File: src/verilog/timeslot_capture_consts.vh
// Constants, register map and field layout of the time-slot sequencer and capture block
`ifndef TIMESLOT_CAPTURE_CONSTS_VH
`define TIMESLOT_CAPTURE_CONSTS_VH
`define ADDR_PRESCALER 16'h1040
`define ADDR_CAPCTL 16'h1044
`define ADDR_CAPFLAG 16'h1048
`define ADDR_BUFPTR 16'h104c
`define ADDR_CMDAREA 16'h1050
`define ADDR_TIMERS 16'h1054
`define ADDR_DED_BASE 16'h1080
`define ADDR_BUF_BASE 16'h1100
`define ADDR_CMD_BASE 16'h1200
`define DED_REGION 16'hfff0
`define MEM_REGION 16'hffc0
`define FAST_BIT 4
`define MODE_BIT 24
`define CP6BUF_BIT 25
`define RUN_BIT 16
`define LAST16_BIT 8
`define MASK_DED_A 6'h03
`define MASK_DED_B 6'h0f
`define MASK_BUF_A 6'h1c
`define MASK_BUF_B 6'h10
`define MASK_CP6 6'h20
`define COARSE_DIV 3'h7
`define OP_COMPARE 3'h0
`define OP_VTIMER 3'h1
`define OP_OFFSET 3'h2
`define OP_STEP 3'h3
`define OP_CAP16 3'h4
`define COST_ONE 9'h001
`define COST_TWO 9'h002
`define COST_THREE 9'h003
`define STEP_LAG 5'h02
`define TMR_ENABLE_BIT 3
`endif

File: src/verilog/timeslot_prescaler_capture.v
// Time-slot command sequencer, timer prescaler and six-input capture unit
`timescale 1ns/10ps
`default_nettype none
`include "timeslot_capture_consts.vh"
module timeslot_prescaler_capture (
	input wire clk, // System clock, 200 MHz
	input wire rstn, // Asynchronous reset, active low
	input wire psel, // APB select
	input wire penable, // APB access phase
	input wire pwrite, // APB direction, high for write
	input wire [15:0] paddr, // APB byte address
	input wire [31:0] pwdata, // APB write data
	output reg [31:0] prdata, // APB read data
	output reg pready, // APB ready
	output reg pslverr, // APB error on unmapped address
	input wire [5:0] capture_inputs, // Capture pins, bit 5 is the event input
	output reg cap_irq, // Level, any enabled capture flag set
	output reg slot_tick // Prescaler tick, one cycle
);
	localparam S_IDLE = 2'b01;
	localparam S_RUN = 2'b10;

	reg fast_sel;
	reg [3:0] div_val;
	reg [5:0] rise_en;
	reg [5:0] fall_en;
	reg [5:0] irq_en;
	reg [5:0] cap_flag;
	reg mode_b;
	reg cp6_buf;
	reg [4:0] buf_ptr;
	reg last16;
	reg [3:0] buf_last;
	reg [3:0] cmd_end;
	reg seq_run;
	reg [19:0] def_timer;
	reg [7:0] ev_cnt;
	reg ev_mark;
	reg ev_period;
	reg [31:0] ded_cap [0:3];
	reg [31:0] cbuf [0:15];
	reg [31:0] cmd_mem [0:15];
	reg [2:0] coarse_cnt;
	reg [3:0] fine_cnt;
	reg tick;
	reg [5:0] sync_a;
	reg [5:0] sync_b;
	reg [5:0] sync_c;
	reg [5:0] pin_lvl;
	reg [3:0] buf_pend;
	reg [1:0] state;
	reg [4:0] idx;
	reg [8:0] used;
	reg half_phase;
	reg step_valid;
	reg [4:0] step_at;

	// Slot budget per prescaled period, indexed by fast select and divide value
	function [8:0] slot_budget;
		input [4:0] sel;
		begin
			case (sel)
				5'h10, 5'h11: slot_budget = 9'h002;
				5'h12: slot_budget = 9'h005;
				5'h13: slot_budget = 9'h009;
				5'h14: slot_budget = 9'h00c;
				5'h15: slot_budget = 9'h00f;
				5'h16: slot_budget = 9'h013;
				5'h17: slot_budget = 9'h015;
				5'h18: slot_budget = 9'h019;
				5'h19: slot_budget = 9'h01d;
				5'h1a: slot_budget = 9'h01f;
				5'h1b: slot_budget = 9'h023;
				5'h1c: slot_budget = 9'h026;
				5'h1d: slot_budget = 9'h029;
				5'h1e: slot_budget = 9'h02d;
				5'h1f, 5'h00, 5'h01: slot_budget = 9'h030;
				5'h02: slot_budget = 9'h04a;
				5'h03: slot_budget = 9'h065;
				5'h04: slot_budget = 9'h07f;
				5'h05: slot_budget = 9'h099;
				5'h06: slot_budget = 9'h0b3;
				5'h07: slot_budget = 9'h0cd;
				5'h08: slot_budget = 9'h0e7;
				5'h09: slot_budget = 9'h101;
				5'h0a: slot_budget = 9'h11b;
				5'h0b: slot_budget = 9'h135;
				5'h0c: slot_budget = 9'h150;
				5'h0d: slot_budget = 9'h16a;
				5'h0e: slot_budget = 9'h185;
				default: slot_budget = 9'h19f;
			endcase
		end
	endfunction

	// Next circular buffer block, wrapping at the programmed length
	function [3:0] next_block;
		input [3:0] blk;
		input [3:0] last;
		begin
			next_block = (blk == last) ? 4'h0 : blk + 4'h1;
		end
	endfunction

	// Virtual or offset timer step: count field wraps past its maximum
	function [31:0] timer_step;
		input [31:0] ent;
		input clr;
		reg [11:0] cnt;
		begin
			cnt = ent[19:8] + 12'h001;
			if (clr || ent[19:8] >= ent[31:20])
				cnt = 12'h000;
			timer_step = {ent[31:20], cnt, ent[7:0]};
		end
	endfunction

	// Prescaler: coarse /1 or /8, then fine /(n+1), zero giving /2
	wire [3:0] fine_last = (div_val == 4'h0) ? 4'h1 : div_val;
	wire coarse_done = fast_sel || (coarse_cnt == `COARSE_DIV);
	always @(posedge clk or negedge rstn)
	begin
		if (!rstn)
		begin
			coarse_cnt <= 3'h0;
			fine_cnt <= 4'h0;
			tick <= 1'b0;
		end
		else
		begin
			tick <= 1'b0;
			coarse_cnt <= coarse_done ? 3'h0 : coarse_cnt + 3'h1;
			if (coarse_done)
			begin
				if (fine_cnt >= fine_last)
				begin
					fine_cnt <= 4'h0;
					tick <= 1'b1;
				end
				else
					fine_cnt <= fine_cnt + 4'h1;
			end
		end
	end

	// Three-flop synchroniser; a level counts once second and third agree
	reg [5:0] new_lvl;
	reg [5:0] hit;
	reg [5:0] ded_mask;
	reg [5:0] buf_mask;
	always @*
	begin
		new_lvl = (~(sync_b ^ sync_c) & sync_c) | ((sync_b ^ sync_c) & pin_lvl);
		hit = (new_lvl & ~pin_lvl & rise_en) | (~new_lvl & pin_lvl & fall_en);
		ded_mask = mode_b ? `MASK_DED_B : `MASK_DED_A;
		buf_mask = (mode_b ? `MASK_BUF_B : `MASK_BUF_A) | (cp6_buf ? `MASK_CP6 : 6'h00);
	end

	// Sequencer view of the current entry
	wire [31:0] entry = cmd_mem[idx[3:0]];
	wire [2:0] opcode = entry[2:0];
	wire [8:0] cost = (opcode == `OP_VTIMER) ? `COST_TWO :
		(opcode == `OP_OFFSET) ? `COST_THREE : `COST_ONE;
	wire [4:0] last_idx = {1'b0, cmd_end} + {4'h0, step_valid};
	wire fits = (idx <= last_idx) && (used + cost <= slot_budget({fast_sel, div_val}));
	wire slow = step_valid && (idx >= step_at);
	wire run_now = state[1] && fits && (!slow || half_phase);
	wire cmd16 = run_now && (opcode == `OP_CAP16);
	wire tmr_op = run_now && entry[`TMR_ENABLE_BIT] &&
		(opcode == `OP_VTIMER || opcode == `OP_OFFSET);

	// Circular buffer write choice: command capture first, pins wait pending
	reg [3:0] pend_all;
	reg [1:0] pick;
	reg pin_wr;
	reg [3:0] wr_blk;
	reg [4:0] next_ptr;
	reg [31:0] wr_word;
	reg we_hi;
	reg we_lo;
	always @*
	begin
		pend_all = buf_pend | (hit[5:2] & buf_mask[5:2]);
		pick = pend_all[0] ? 2'd0 : pend_all[1] ? 2'd1 : pend_all[2] ? 2'd2 : 2'd3;
		pin_wr = !cmd16 && (pend_all != 4'h0);
		wr_blk = next_block(buf_ptr[4:1], buf_last);
		next_ptr = buf_ptr;
		wr_word = {ev_cnt, 4'h0, def_timer};
		wr_word[20 + pick] = 1'b1;
		we_hi = 1'b0;
		we_lo = 1'b0;
		if (cmd16)
		begin
			// 16-bit capture fills the next half-word
			next_ptr = buf_ptr[0] ? {wr_blk, 1'b0} : {buf_ptr[4:1], 1'b1};
			wr_blk = next_ptr[4:1];
			wr_word = {def_timer[15:0], def_timer[15:0]};
			we_hi = !next_ptr[0];
			we_lo = next_ptr[0];
		end
		else if (pin_wr)
		begin
			// A 32-bit capture reuses the block whose lower half holds the last 16-bit one
			if (buf_ptr[0] && last16)
				wr_blk = buf_ptr[4:1];
			next_ptr = {wr_blk, 1'b1};
			we_hi = 1'b1;
			we_lo = 1'b1;
		end
	end

	// APB decode
	wire setup = psel && !penable;
	wire wr_go = psel && penable && pready && pwrite && !pslverr;
	wire is_ded = ((paddr & `DED_REGION) == `ADDR_DED_BASE);
	wire is_buf = (paddr & `MEM_REGION) == `ADDR_BUF_BASE;
	wire is_cmd = (paddr & `MEM_REGION) == `ADDR_CMD_BASE;
	reg [31:0] rd_data;
	reg addr_ok;
	always @*
	begin
		rd_data = 32'h0000_0000;
		addr_ok = 1'b1;
		if (paddr[1:0] != 2'b00)
			addr_ok = 1'b0;
		else if (paddr == `ADDR_PRESCALER)
			rd_data = {27'h000_0000, fast_sel, div_val};
		else if (paddr == `ADDR_CAPCTL)
			rd_data = {6'h00, cp6_buf, mode_b, 2'h0, irq_en, 2'h0, fall_en, 2'h0, rise_en};
		else if (paddr == `ADDR_CAPFLAG)
			rd_data = {26'h000_0000, cap_flag};
		else if (paddr == `ADDR_BUFPTR)
			rd_data = {23'h00_0000, last16, 3'h0, buf_ptr};
		else if (paddr == `ADDR_CMDAREA)
			rd_data = {15'h0000, seq_run, 4'h0, cmd_end, 4'h0, buf_last};
		else if (paddr == `ADDR_TIMERS)
			rd_data = {ev_cnt, 4'h0, def_timer};
		else if (is_ded)
			rd_data = ded_cap[paddr[3:2]];
		else if (is_buf)
			rd_data = cbuf[paddr[5:2]];
		else if (is_cmd)
			rd_data = cmd_mem[paddr[5:2]];
		else
			addr_ok = 1'b0;
	end

	// Bus answer: data latched in setup, ready for exactly one access cycle
	always @(posedge clk or negedge rstn)
	begin
		if (!rstn)
		begin
			prdata <= 32'h0000_0000;
			pready <= 1'b0;
			pslverr <= 1'b0;
		end
		else if (setup)
		begin
			prdata <= rd_data;
			pready <= 1'b1;
			pslverr <= !addr_ok;
		end
		else
		begin
			pready <= 1'b0;
			pslverr <= 1'b0;
		end
	end

	// Control registers written by software
	always @(posedge clk or negedge rstn)
	begin
		if (!rstn)
		begin
			fast_sel <= 1'b0;
			div_val <= 4'h0;
			rise_en <= 6'h00;
			fall_en <= 6'h00;
			irq_en <= 6'h00;
			mode_b <= 1'b0;
			cp6_buf <= 1'b0;
			buf_last <= 4'hf;
			cmd_end <= 4'h0;
			seq_run <= 1'b0;
		end
		else if (wr_go)
		begin
			if (paddr == `ADDR_PRESCALER)
			begin
				fast_sel <= pwdata[`FAST_BIT];
				div_val <= pwdata[3:0];
			end
			if (paddr == `ADDR_CAPCTL)
			begin
				rise_en <= pwdata[5:0];
				fall_en <= pwdata[13:8];
				irq_en <= pwdata[21:16];
				mode_b <= pwdata[`MODE_BIT];
				cp6_buf <= pwdata[`CP6BUF_BIT];
			end
			if (paddr == `ADDR_CMDAREA)
			begin
				buf_last <= pwdata[3:0];
				cmd_end <= pwdata[11:8];
				seq_run <= pwdata[`RUN_BIT];
			end
		end
	end

	// Pins, flags, pointer, timers; hardware events win over software clears
	always @(posedge clk or negedge rstn)
	begin
		if (!rstn)
		begin
			sync_a <= 6'h00;
			sync_b <= 6'h00;
			sync_c <= 6'h00;
			pin_lvl <= 6'h00;
			cap_flag <= 6'h00;
			buf_pend <= 4'h0;
			buf_ptr <= 5'h1f;
			last16 <= 1'b0;
			def_timer <= 20'h0_0000;
			ev_cnt <= 8'h00;
			ev_mark <= 1'b0;
			ev_period <= 1'b0;
			cap_irq <= 1'b0;
			slot_tick <= 1'b0;
		end
		else
		begin
			sync_a <= capture_inputs;
			sync_b <= sync_a;
			sync_c <= sync_b;
			pin_lvl <= new_lvl;
			slot_tick <= tick;
			cap_flag <= (cap_flag & ~(wr_go && paddr == `ADDR_CAPFLAG ? pwdata[5:0] : 6'h00))
				| hit;
			cap_irq <= |(cap_flag & irq_en);
			buf_pend <= pin_wr ? pend_all & ~(4'h1 << pick) : pend_all;
			if (cmd16 || pin_wr)
			begin
				buf_ptr <= next_ptr;
				last16 <= cmd16;
			end
			else if (wr_go && paddr == `ADDR_BUFPTR)
				buf_ptr <= pwdata[4:0];
			if (tick)
				def_timer <= def_timer + 20'h0_0001;
			if (hit[5])
				ev_cnt <= ev_cnt + 8'h01;
			if (tick)
			begin
				ev_period <= ev_mark || hit[5];
				ev_mark <= 1'b0;
			end
			else if (hit[5])
				ev_mark <= 1'b1;
		end
	end

	// Dedicated captures: inputs 0 and 1 own fixed locations, and 2 and 3 too when mode_b is set
	always @(posedge clk or negedge rstn)
	begin
		if (!rstn)
		begin
			ded_cap[0] <= 32'h0000_0000;
			ded_cap[1] <= 32'h0000_0000;
			ded_cap[2] <= 32'h0000_0000;
			ded_cap[3] <= 32'h0000_0000;
		end
		else
		begin
			if (hit[0] && ded_mask[0])
				ded_cap[0] <= {ev_cnt, 4'h0, def_timer};
			if (hit[1] && ded_mask[1])
				ded_cap[1] <= {ev_cnt, 4'h0, def_timer};
			if (hit[2] && ded_mask[2])
				ded_cap[2] <= {ev_cnt, 4'h1, def_timer};
			if (hit[3] && ded_mask[3])
				ded_cap[3] <= {ev_cnt, 4'h2, def_timer};
		end
	end

	// Sequencer: one entry per clock, walking up from entry zero each period
	always @(posedge clk or negedge rstn)
	begin
		if (!rstn)
		begin
			state <= S_IDLE;
			idx <= 5'h00;
			used <= 9'h000;
			half_phase <= 1'b0;
			step_valid <= 1'b0;
			step_at <= 5'h00;
		end
		else
		begin
			case (state)
				S_IDLE:
				begin
					if (tick && seq_run)
					begin
						state <= S_RUN;
						idx <= 5'h00;
						used <= 9'h000;
						half_phase <= !half_phase;
					end
				end
				S_RUN:
				begin
					// Budget or area exhausted ends the period's walk
					if (!fits || tick)
						state <= S_IDLE;
					else
					begin
						idx <= idx + 5'h01;
						used <= used + cost;
						// Only the first step entry counts
						if (run_now && opcode == `OP_STEP && !step_valid)
						begin
							step_valid <= 1'b1;
							step_at <= idx + `STEP_LAG;
						end
					end
				end
				default:
					state <= S_IDLE;
			endcase
		end
	end

	// Memories: timers write back in place; capture owns the buffer port
	always @(posedge clk)
	begin
		if (tmr_op)
			cmd_mem[idx[3:0]] <= timer_step(entry,
				opcode == `OP_OFFSET && ev_period);
		else if (wr_go && is_cmd)
			cmd_mem[paddr[5:2]] <= pwdata;
		if (we_hi || we_lo)
		begin
			if (we_hi)
				cbuf[wr_blk][31:16] <= wr_word[31:16];
			if (we_lo)
				cbuf[wr_blk][15:0] <= wr_word[15:0];
		end
		else if (wr_go && is_buf)
			cbuf[paddr[5:2]] <= pwdata;
	end
endmodule
`default_nettype wire

File: config.mk
export PLATFORM = sky130hd
export DESIGN_NAME = timeslot_prescaler_capture
export DESIGN_NICKNAME = d
export VERILOG_FILES = /design/src/verilog/timeslot_prescaler_capture.v
export VERILOG_INCLUDE_DIRS = /design/src /design/src/verilog
export SDC_FILE = /design/constraint.sdc
export NUM_CORES = 2
export LEC_CHECK = 0
export BUFFER_PORTS_ARGS = -buffer_cell sky130_fd_sc_hd__buf_2
export CORE_UTILIZATION = 42
export CTS_CLUSTER_SIZE = 14
export DETAILED_ROUTE_END_ITERATION = 16
export HOLD_SLACK_MARGIN = 0.08
export PLACE_DENSITY = 0.68
export SLEW_MARGIN = 20
export SYNTH_ARGS = -nofsm -noshare
export SYNTH_HDL_FRONTEND = slang
export SYNTH_SLANG_ARGS = --single-unit
File: constraint.sdc
create_clock -name clk -period 20.5 [get_ports clk]
set_input_delay 3.075 -clock clk [delete_from_list [all_inputs] [get_ports clk]]
set_output_delay 3.075 -clock clk [all_outputs]
set_load 0.02 [all_outputs]
Yosys cells after proc, flatten, opt, wreduce, memory -nomap -nowiden

Memories as Yosys holds them, arrays and structs flattened.
Index checks and enable logic that the tools add are counted.

Memories: 3
ROM bits: 288
Input port bits: 59
RAM bits: 1,024
Output and inout bits: 36
Register bits: 285
Logic and storage cells: 257

$add $sub $neg: 11
Reductions and logical operators: 61
Muxes and demuxes: 88
Magnitude comparators: 8
Eq/ne operators: 21
Shift-type cells: 1
Bitwise gates (word level): 24

Memory list:

| name            | depth | width | rd ports | clocked after memory_dff | wr ports | RTL line                        | RTL |
|---|---|---|---|---|---|---|---|
| cbuf            | 16    | 32    | 1        | 0                        | 1        | timeslot_prescaler_capture.v:41 | `reg [31:0] cbuf [0:15];` |
| cmd_mem         | 16    | 32    | 2        | 0                        | 1        | timeslot_prescaler_capture.v:42 | `reg [31:0] cmd_mem [0:15];` |
| (no name shown) | 32    | 9     | 1        | 0                        | 0        | timeslot_prescaler_capture.v:62 | `case (sel)` |

Operator list:

| cell                    | count |
|---|---|
| $mux W32                | 15 |
| $eq A16 B13 Y1 const B  | 6 |
| $bmux W32 S2            | 1 |
| $reduce_or A32 Y1       | 2 |
| $and A6 B6 Y6           | 8 |
| $mux W4                 | 11 |
| $mux W1                 | 36 |
| $mux W5                 | 7 |
| $or A32 B32 Y32         | 1 |
| $logic_and A1 B1 Y1     | 27 |
| $mux W12                | 2 |
| $not A6 Y6              | 4 |
| $add A20 B1 Y20 const B | 1 |
| $eq A10 B7 Y1 const B   | 2 |
| $mux W9                 | 2 |
| $or A6 B6 Y6            | 3 |
| $pmux W9 S2             | 1 |
| $mux W2                 | 7 |
| $add A12 B1 Y12 const B | 1 |
| $eq A12 B9 Y1 const B   | 1 |
| $ge A12 B12 Y1          | 1 |
| $mux W6                 | 2 |
| $reduce_and A2 Y1       | 6 |
| $pmux W5 S2             | 1 |
| other kinds (41)        | 66 |

Depth between registers and ports, before layout

Word-level depth: 21
Depth in mapped cells: 27
Gate-level depth less buffers: 22

Worst setup path after synthesis

Ideal clock, no wire load.

Path type: input port to flip-flop
Start: in paddr[11]
End: mem cmd_mem[11][0] (enable)
Buffers on the path: 3
Data arrival time: 6.777 ns
Path slack: 13.302 ns
Stages: 11
Path through: or4b_1 or2_1 clkbuf_1 nor2_1 nor4bb_1 buf_2 nand2_1 a31oi_1 buf_2 a31oi_1 nor2_1

Longest elaborated chain between the ends: 7
Elaborated cells on any way between the ends: 8

Ends and longest elaborated chain:

| element                                             | RTL line                         | RTL |
|---|---|---|
| start: declaration                                  | timeslot_prescaler_capture.v:11  | `input wire [15:0] paddr,` |
| $eq A10 B7 Y1 (no line) *                           | n/a                              |  |
| $logic_and A1 B1 Y1 *                               | timeslot_prescaler_capture.v:439 | `else if (wr_go && is_cmd)` |
| $mux W1 *                                           | timeslot_prescaler_capture.v:439 |  |
| $mux W1 *                                           | timeslot_prescaler_capture.v:436 | `if (tmr_op)` |
| $mux W1 (not written as such) *                     | timeslot_prescaler_capture.v:440 | `cmd_mem[paddr[5:2]] <= pwdata;` |
| $reduce_or A32 Y1 (no line)                         | n/a                              |  |
| $mux W4 (no line) / $mux W1 (equally long branches) | n/a                              |  |
| end: declaration                                    | timeslot_prescaler_capture.v:42  |  |

Every way passes the cells marked *; elsewhere a longest branch is shown, timed or not.

Worst setup path in the final report

Start: reg idx[0]
End: mem cbuf[5][18] (enable)

Longest elaborated chain between the ends: 19
Elaborated cells on any way between the ends: 33

Ends and longest elaborated chain:

| element                                             | RTL line                         | RTL |
|---|---|---|
| start: declaration                                  | timeslot_prescaler_capture.v:52  | `reg [4:0] idx;` |
| start signal: assignment                            | timeslot_prescaler_capture.v:417 | `idx <= idx + 5'h01;` |
| $mem_v2 Z16 W32                                     | n/a                              |  |
| $eq A3 B2 Y1 (no line)                              | n/a                              |  |
| $mux W2 (no line) (2 in series)                     | n/a                              |  |
| $add A9 B2 Y9                                       | timeslot_prescaler_capture.v:165 | `wire fits = (idx <= last_idx) && (used + cost <= slot_budget({fast_sel, div_val}));` |
| $le A9 B9 Y1                                        | timeslot_prescaler_capture.v:165 |  |
| $logic_and A1 B1 Y1                                 | timeslot_prescaler_capture.v:165 |  |
| $logic_and A1 B1 Y1 (2 in series)                   | timeslot_prescaler_capture.v:167 | `wire run_now = state[1] && fits && (!slow \|\| half_phase);` |
| $logic_and A1 B1 Y1 *                               | timeslot_prescaler_capture.v:168 | `` wire cmd16 = run_now && (opcode == `OP_CAP16); `` |
| $logic_not A1 Y1                                    | timeslot_prescaler_capture.v:185 | `pin_wr = !cmd16 && (pend_all != 4'h0);` |
| $logic_and A1 B1 Y1                                 | timeslot_prescaler_capture.v:185 |  |
| $mux W1                                             | timeslot_prescaler_capture.v:201 | `else if (pin_wr)` |
| $mux W1                                             | timeslot_prescaler_capture.v:192 | `if (cmd16)` |
| $logic_or A1 B1 Y1                                  | timeslot_prescaler_capture.v:441 | `if (we_hi \|\| we_lo)` |
| $mux W1                                             | timeslot_prescaler_capture.v:441 |  |
| $mux W1 (not written as such)                       | timeslot_prescaler_capture.v:449 | `cbuf[paddr[5:2]] <= pwdata;` |
| $reduce_or A32 Y1 (no line)                         | n/a                              |  |
| $mux W4 (no line) / $mux W2 (equally long branches) | n/a                              |  |
| end: declaration                                    | timeslot_prescaler_capture.v:41  |  |

Marks and branches as above.

==> out/results.txt <==
Tot GR Track Use - 0.229
synth warn - 0
clock period minus worst slack - 8720 ps
Max FO, Critical Path - 62
layout cells sized above 1 - 0.332
total routed wirelength - 159000 um
port bufs - 94
final core utilization - 0.476
via count - 32700
clock skew - 35.5 ps
Synth top area share - 0.527
CTS tree - done
Post-CTS Repair Setup Buffers - 0
pwr dens - 81.6 nW/um2
I/O pins - 95
number of synthesized register bits - 1309
CP Capture Type - register
crit path cell chain - buf_4, mux4_1, mux2i_1, mux2i_1, xor2_1, and2_1, inv_1, fa_1, nor2b_1, nand4_1, xnor2_1, ha_1, nand4_1, or2_2, o21ai_0, nand3_1, or3_1, or2_2, buf_4, mux2i_2, a211oi_1, nor2b_2
worst-skew pair later-pin latency - 770 ps
RSZ-0062 raised after global routing - false
vias in the first global route - 32800
CTS clk-pin slew, worst paths - 60 ps
Crit Path Category - reg -> reg
Peak VDD IR - 0.0000620 V
CTS max path bufs - 3
Slew @ Worst Pin - 1220 ps
global-route wire length before repair - 232000 um
post-synthesis compound-gate area fraction - 0.0371
post-synth cell types - 80
crit-path max cell delay - 970 ps
Hold Vio Cnt, Final - 0
core area - 138000 um2
H-Tree Depth - 4
Leak Pwr - 0.0205 uW
Area growth syn-to-layout - 12.3%
Max Freq - 0.115 GHz
initial antenna violation count - 2
XOR/XNOR Fraction of Synth Area - 0.00885
post-synth top area cell - edfxtp_1
top post-synthesis cells by area - edfxtp_1 (53%), mux4_2 (19%), dfrtp_1 (12%)
# DRC - 0
hold buffers post-CTS - 0
fin crit share - 0.425
Total Neg Setup Slack - 0 ps
post-synthesis area per instance - 17.9 um2
Die Y - 375 um
Slew Limit Headroom - 0.186
mux contribution to synthesized area - 0.230
Synthesized Nets - 3367
CTS Buf Count - 132
DRT iter0 DRCs - 3483
CTS Sinks - 1309
Post-Synth Adder-Cell Area - 0.0118
EDFF count, synth - 1024
final net count - 3476
synthesized instance count - 3255
per-cell routed wire length - 30.1 um
Vias/cell - 6.21
num rows - 136
placer congestion estimate - 0.897
Synth Flop Type - edfxtp_1
final antenna-violating net count - 0
Simple-Gate Fraction of Synth Area - 0.0447
CP Buf/Inv Count - 3
Die Area - 141000 um2
FFs w/ async S/R, synth - 0.218
combinational family with the most area after synthesis - multiplexers
Overflow after GRT - 0
status - finished, final reports clean
startpoint types - register
top cells by count, synth - edfxtp_1 (1024), mux4_2 (498), dfrtp_1 (275)
max-cap violations - 0
DPL Wire Length - 101000 um
width of the chip - 375 um
Final Setup Violations - 0
Initial Util - 0.424
register area share after synthesis - 0.649
cell family with most CP delay - simple AND/OR/NAND/NOR gates
Arr. time, crit path - 9090 ps
synthesized cell area - 58400 um2
fin. max-slew vios - 0
Hold Path Class - reg -> reg
Clock Tree Root - clkbuf_16
largest net degree at the start of global routing - 130
slowest CP cell - nor2b_2
WP data required - 20870 ps
most frequent cell after synthesis - edfxtp_1
1st-pass router iterations - 7
post-CTS sizing - 0
[cells by family after synthesis]
kind of cell               count (synthesis)
AOI/OAI and AO/OA                        332
xor gates and xnor gates                  59
adders and majority gates                 55
buffers and inverters                    262
DFF                                     1309
muxes                                    694
and+or+nand+nor                          544
[through the flow]
| step | hold slack [ps] | power, uW | instance area, um2 | instances | setup WS [ps] |
|---|---|---|---|---|---|
| 3_3_place_gp | 342 | 3040 | 61400 | 5024 | 12040 |
| 2_1_floorplan | 331 | 2980 | 58400 | 3255 | 13300 |
| 3_5_place_dp | 336 | 3040 | 61400 | 5024 | 11880 |
| 5_1_grt | 368 | 5480 | 65600 | 5259 | 11250 |
| 6_report | 351 | 5350 | 65600 | 5261 | 11780 |
| 4_1_cts | 351 | 5380 | 65600 | 5259 | 11830 |
[power breakdown]
| group | switching, uW | total [uW] | internal, uW |
|---|---|---|---|
| registers | 6.36 | 2840 | 2840 |
| logic | 92.8 | 145 | 52.0 |
| clock network | 1010 | 2360 | 1350 |
| total | 1110 | 5350 | 4230 |
[sequential cells by signal, summed over array words and instances (netlist names), 6 cells and up]
register,flops
cap_flag,6
rise_en,6
def_timer,20
pin_lvl,6
cbuf,512
cmd_mem,512
ev_cnt,8
irq_en,6
used,9
sync_a,6
ded_cap,114
sync_b,6
fall_en,6
prdata,32
sync_c,6
[layout make-up]
type	count	area, um2
Sequential cell	1309	37900
Clock inverter	66	616
Clock buffer	169	3570
Tap cell	1794	2240
Inverter	42	158
Multi-Input combinational cell	1684	19800
Fill cell	11300	72100
Timing Repair Buffer	195	1280
Antenna cell	2	5.00
[final timing paths]
check                           from     endpoint  slack, ps  cells past startpoint
setup / recovery              idx[0]  cbuf[5][18]      11780                     22
hold / removal             sync_a[0]    sync_b[0]        350                      0
setup reg to reg              idx[0]  cbuf[5][18]      11780                     22
hold reg to reg            sync_a[0]    sync_b[0]        350                      0
max in group asynchronous       rstn    ev_cnt[6]      16630                      2
min in group asynchronous       rstn  fine_cnt[2]       2340                      1
[worst reg2reg max path, cell delays in order, from the launching register on]
cell      delay [ps]
dfrtp_4          570
buf_4            740
mux4_1           640
mux2i_1          150
mux2i_1          220
xor2_1           240
and2_1           290
inv_1             90
fa_1             410
nor2b_1          160
nand4_1          160
xnor2_1          180
ha_1             320
nand4_1          140
or2_2            330
o21ai_0          310
nand3_1          150
or3_1            450
or2_2            340
buf_4            320
mux2i_2          340
a211oi_1         810
nor2b_2          970
[placed cells by master (no fill, tap or decap), drive strengths merged, types with 17 or more instances in the layout]
master	netlist	routed
nor3	29	29
mux2	169	169
ha	52	52
clkbuf	134	169
a21oi	74	74
nand2	214	214
nand3	39	39
edfxtp	1024	1024
xnor2	36	36
xor2	23	23
dfrtp	275	275
buf	86	195
o21ai	100	100
a31oi	27	27
a22oi	29	29
nand2b	24	24
clkinv	0	48
a222oi	17	17
mux2i	25	25
inv	42	47
mux4	500	500
a21o	17	17
nor2b	19	19
nor2	119	119
[metal layers]
| metal | global-route usage | part of all wire |
|---|---|---|
| met3 | 0.0427 | 0.086 |
| met4 | 0.0974 | 0.044 |
| met1 | 0.323 | 0.41 |
| met2 | 0.348 | 0.46 |
| met5 | 0 | 0.00014 |
(Power assumes the default switching activity.)
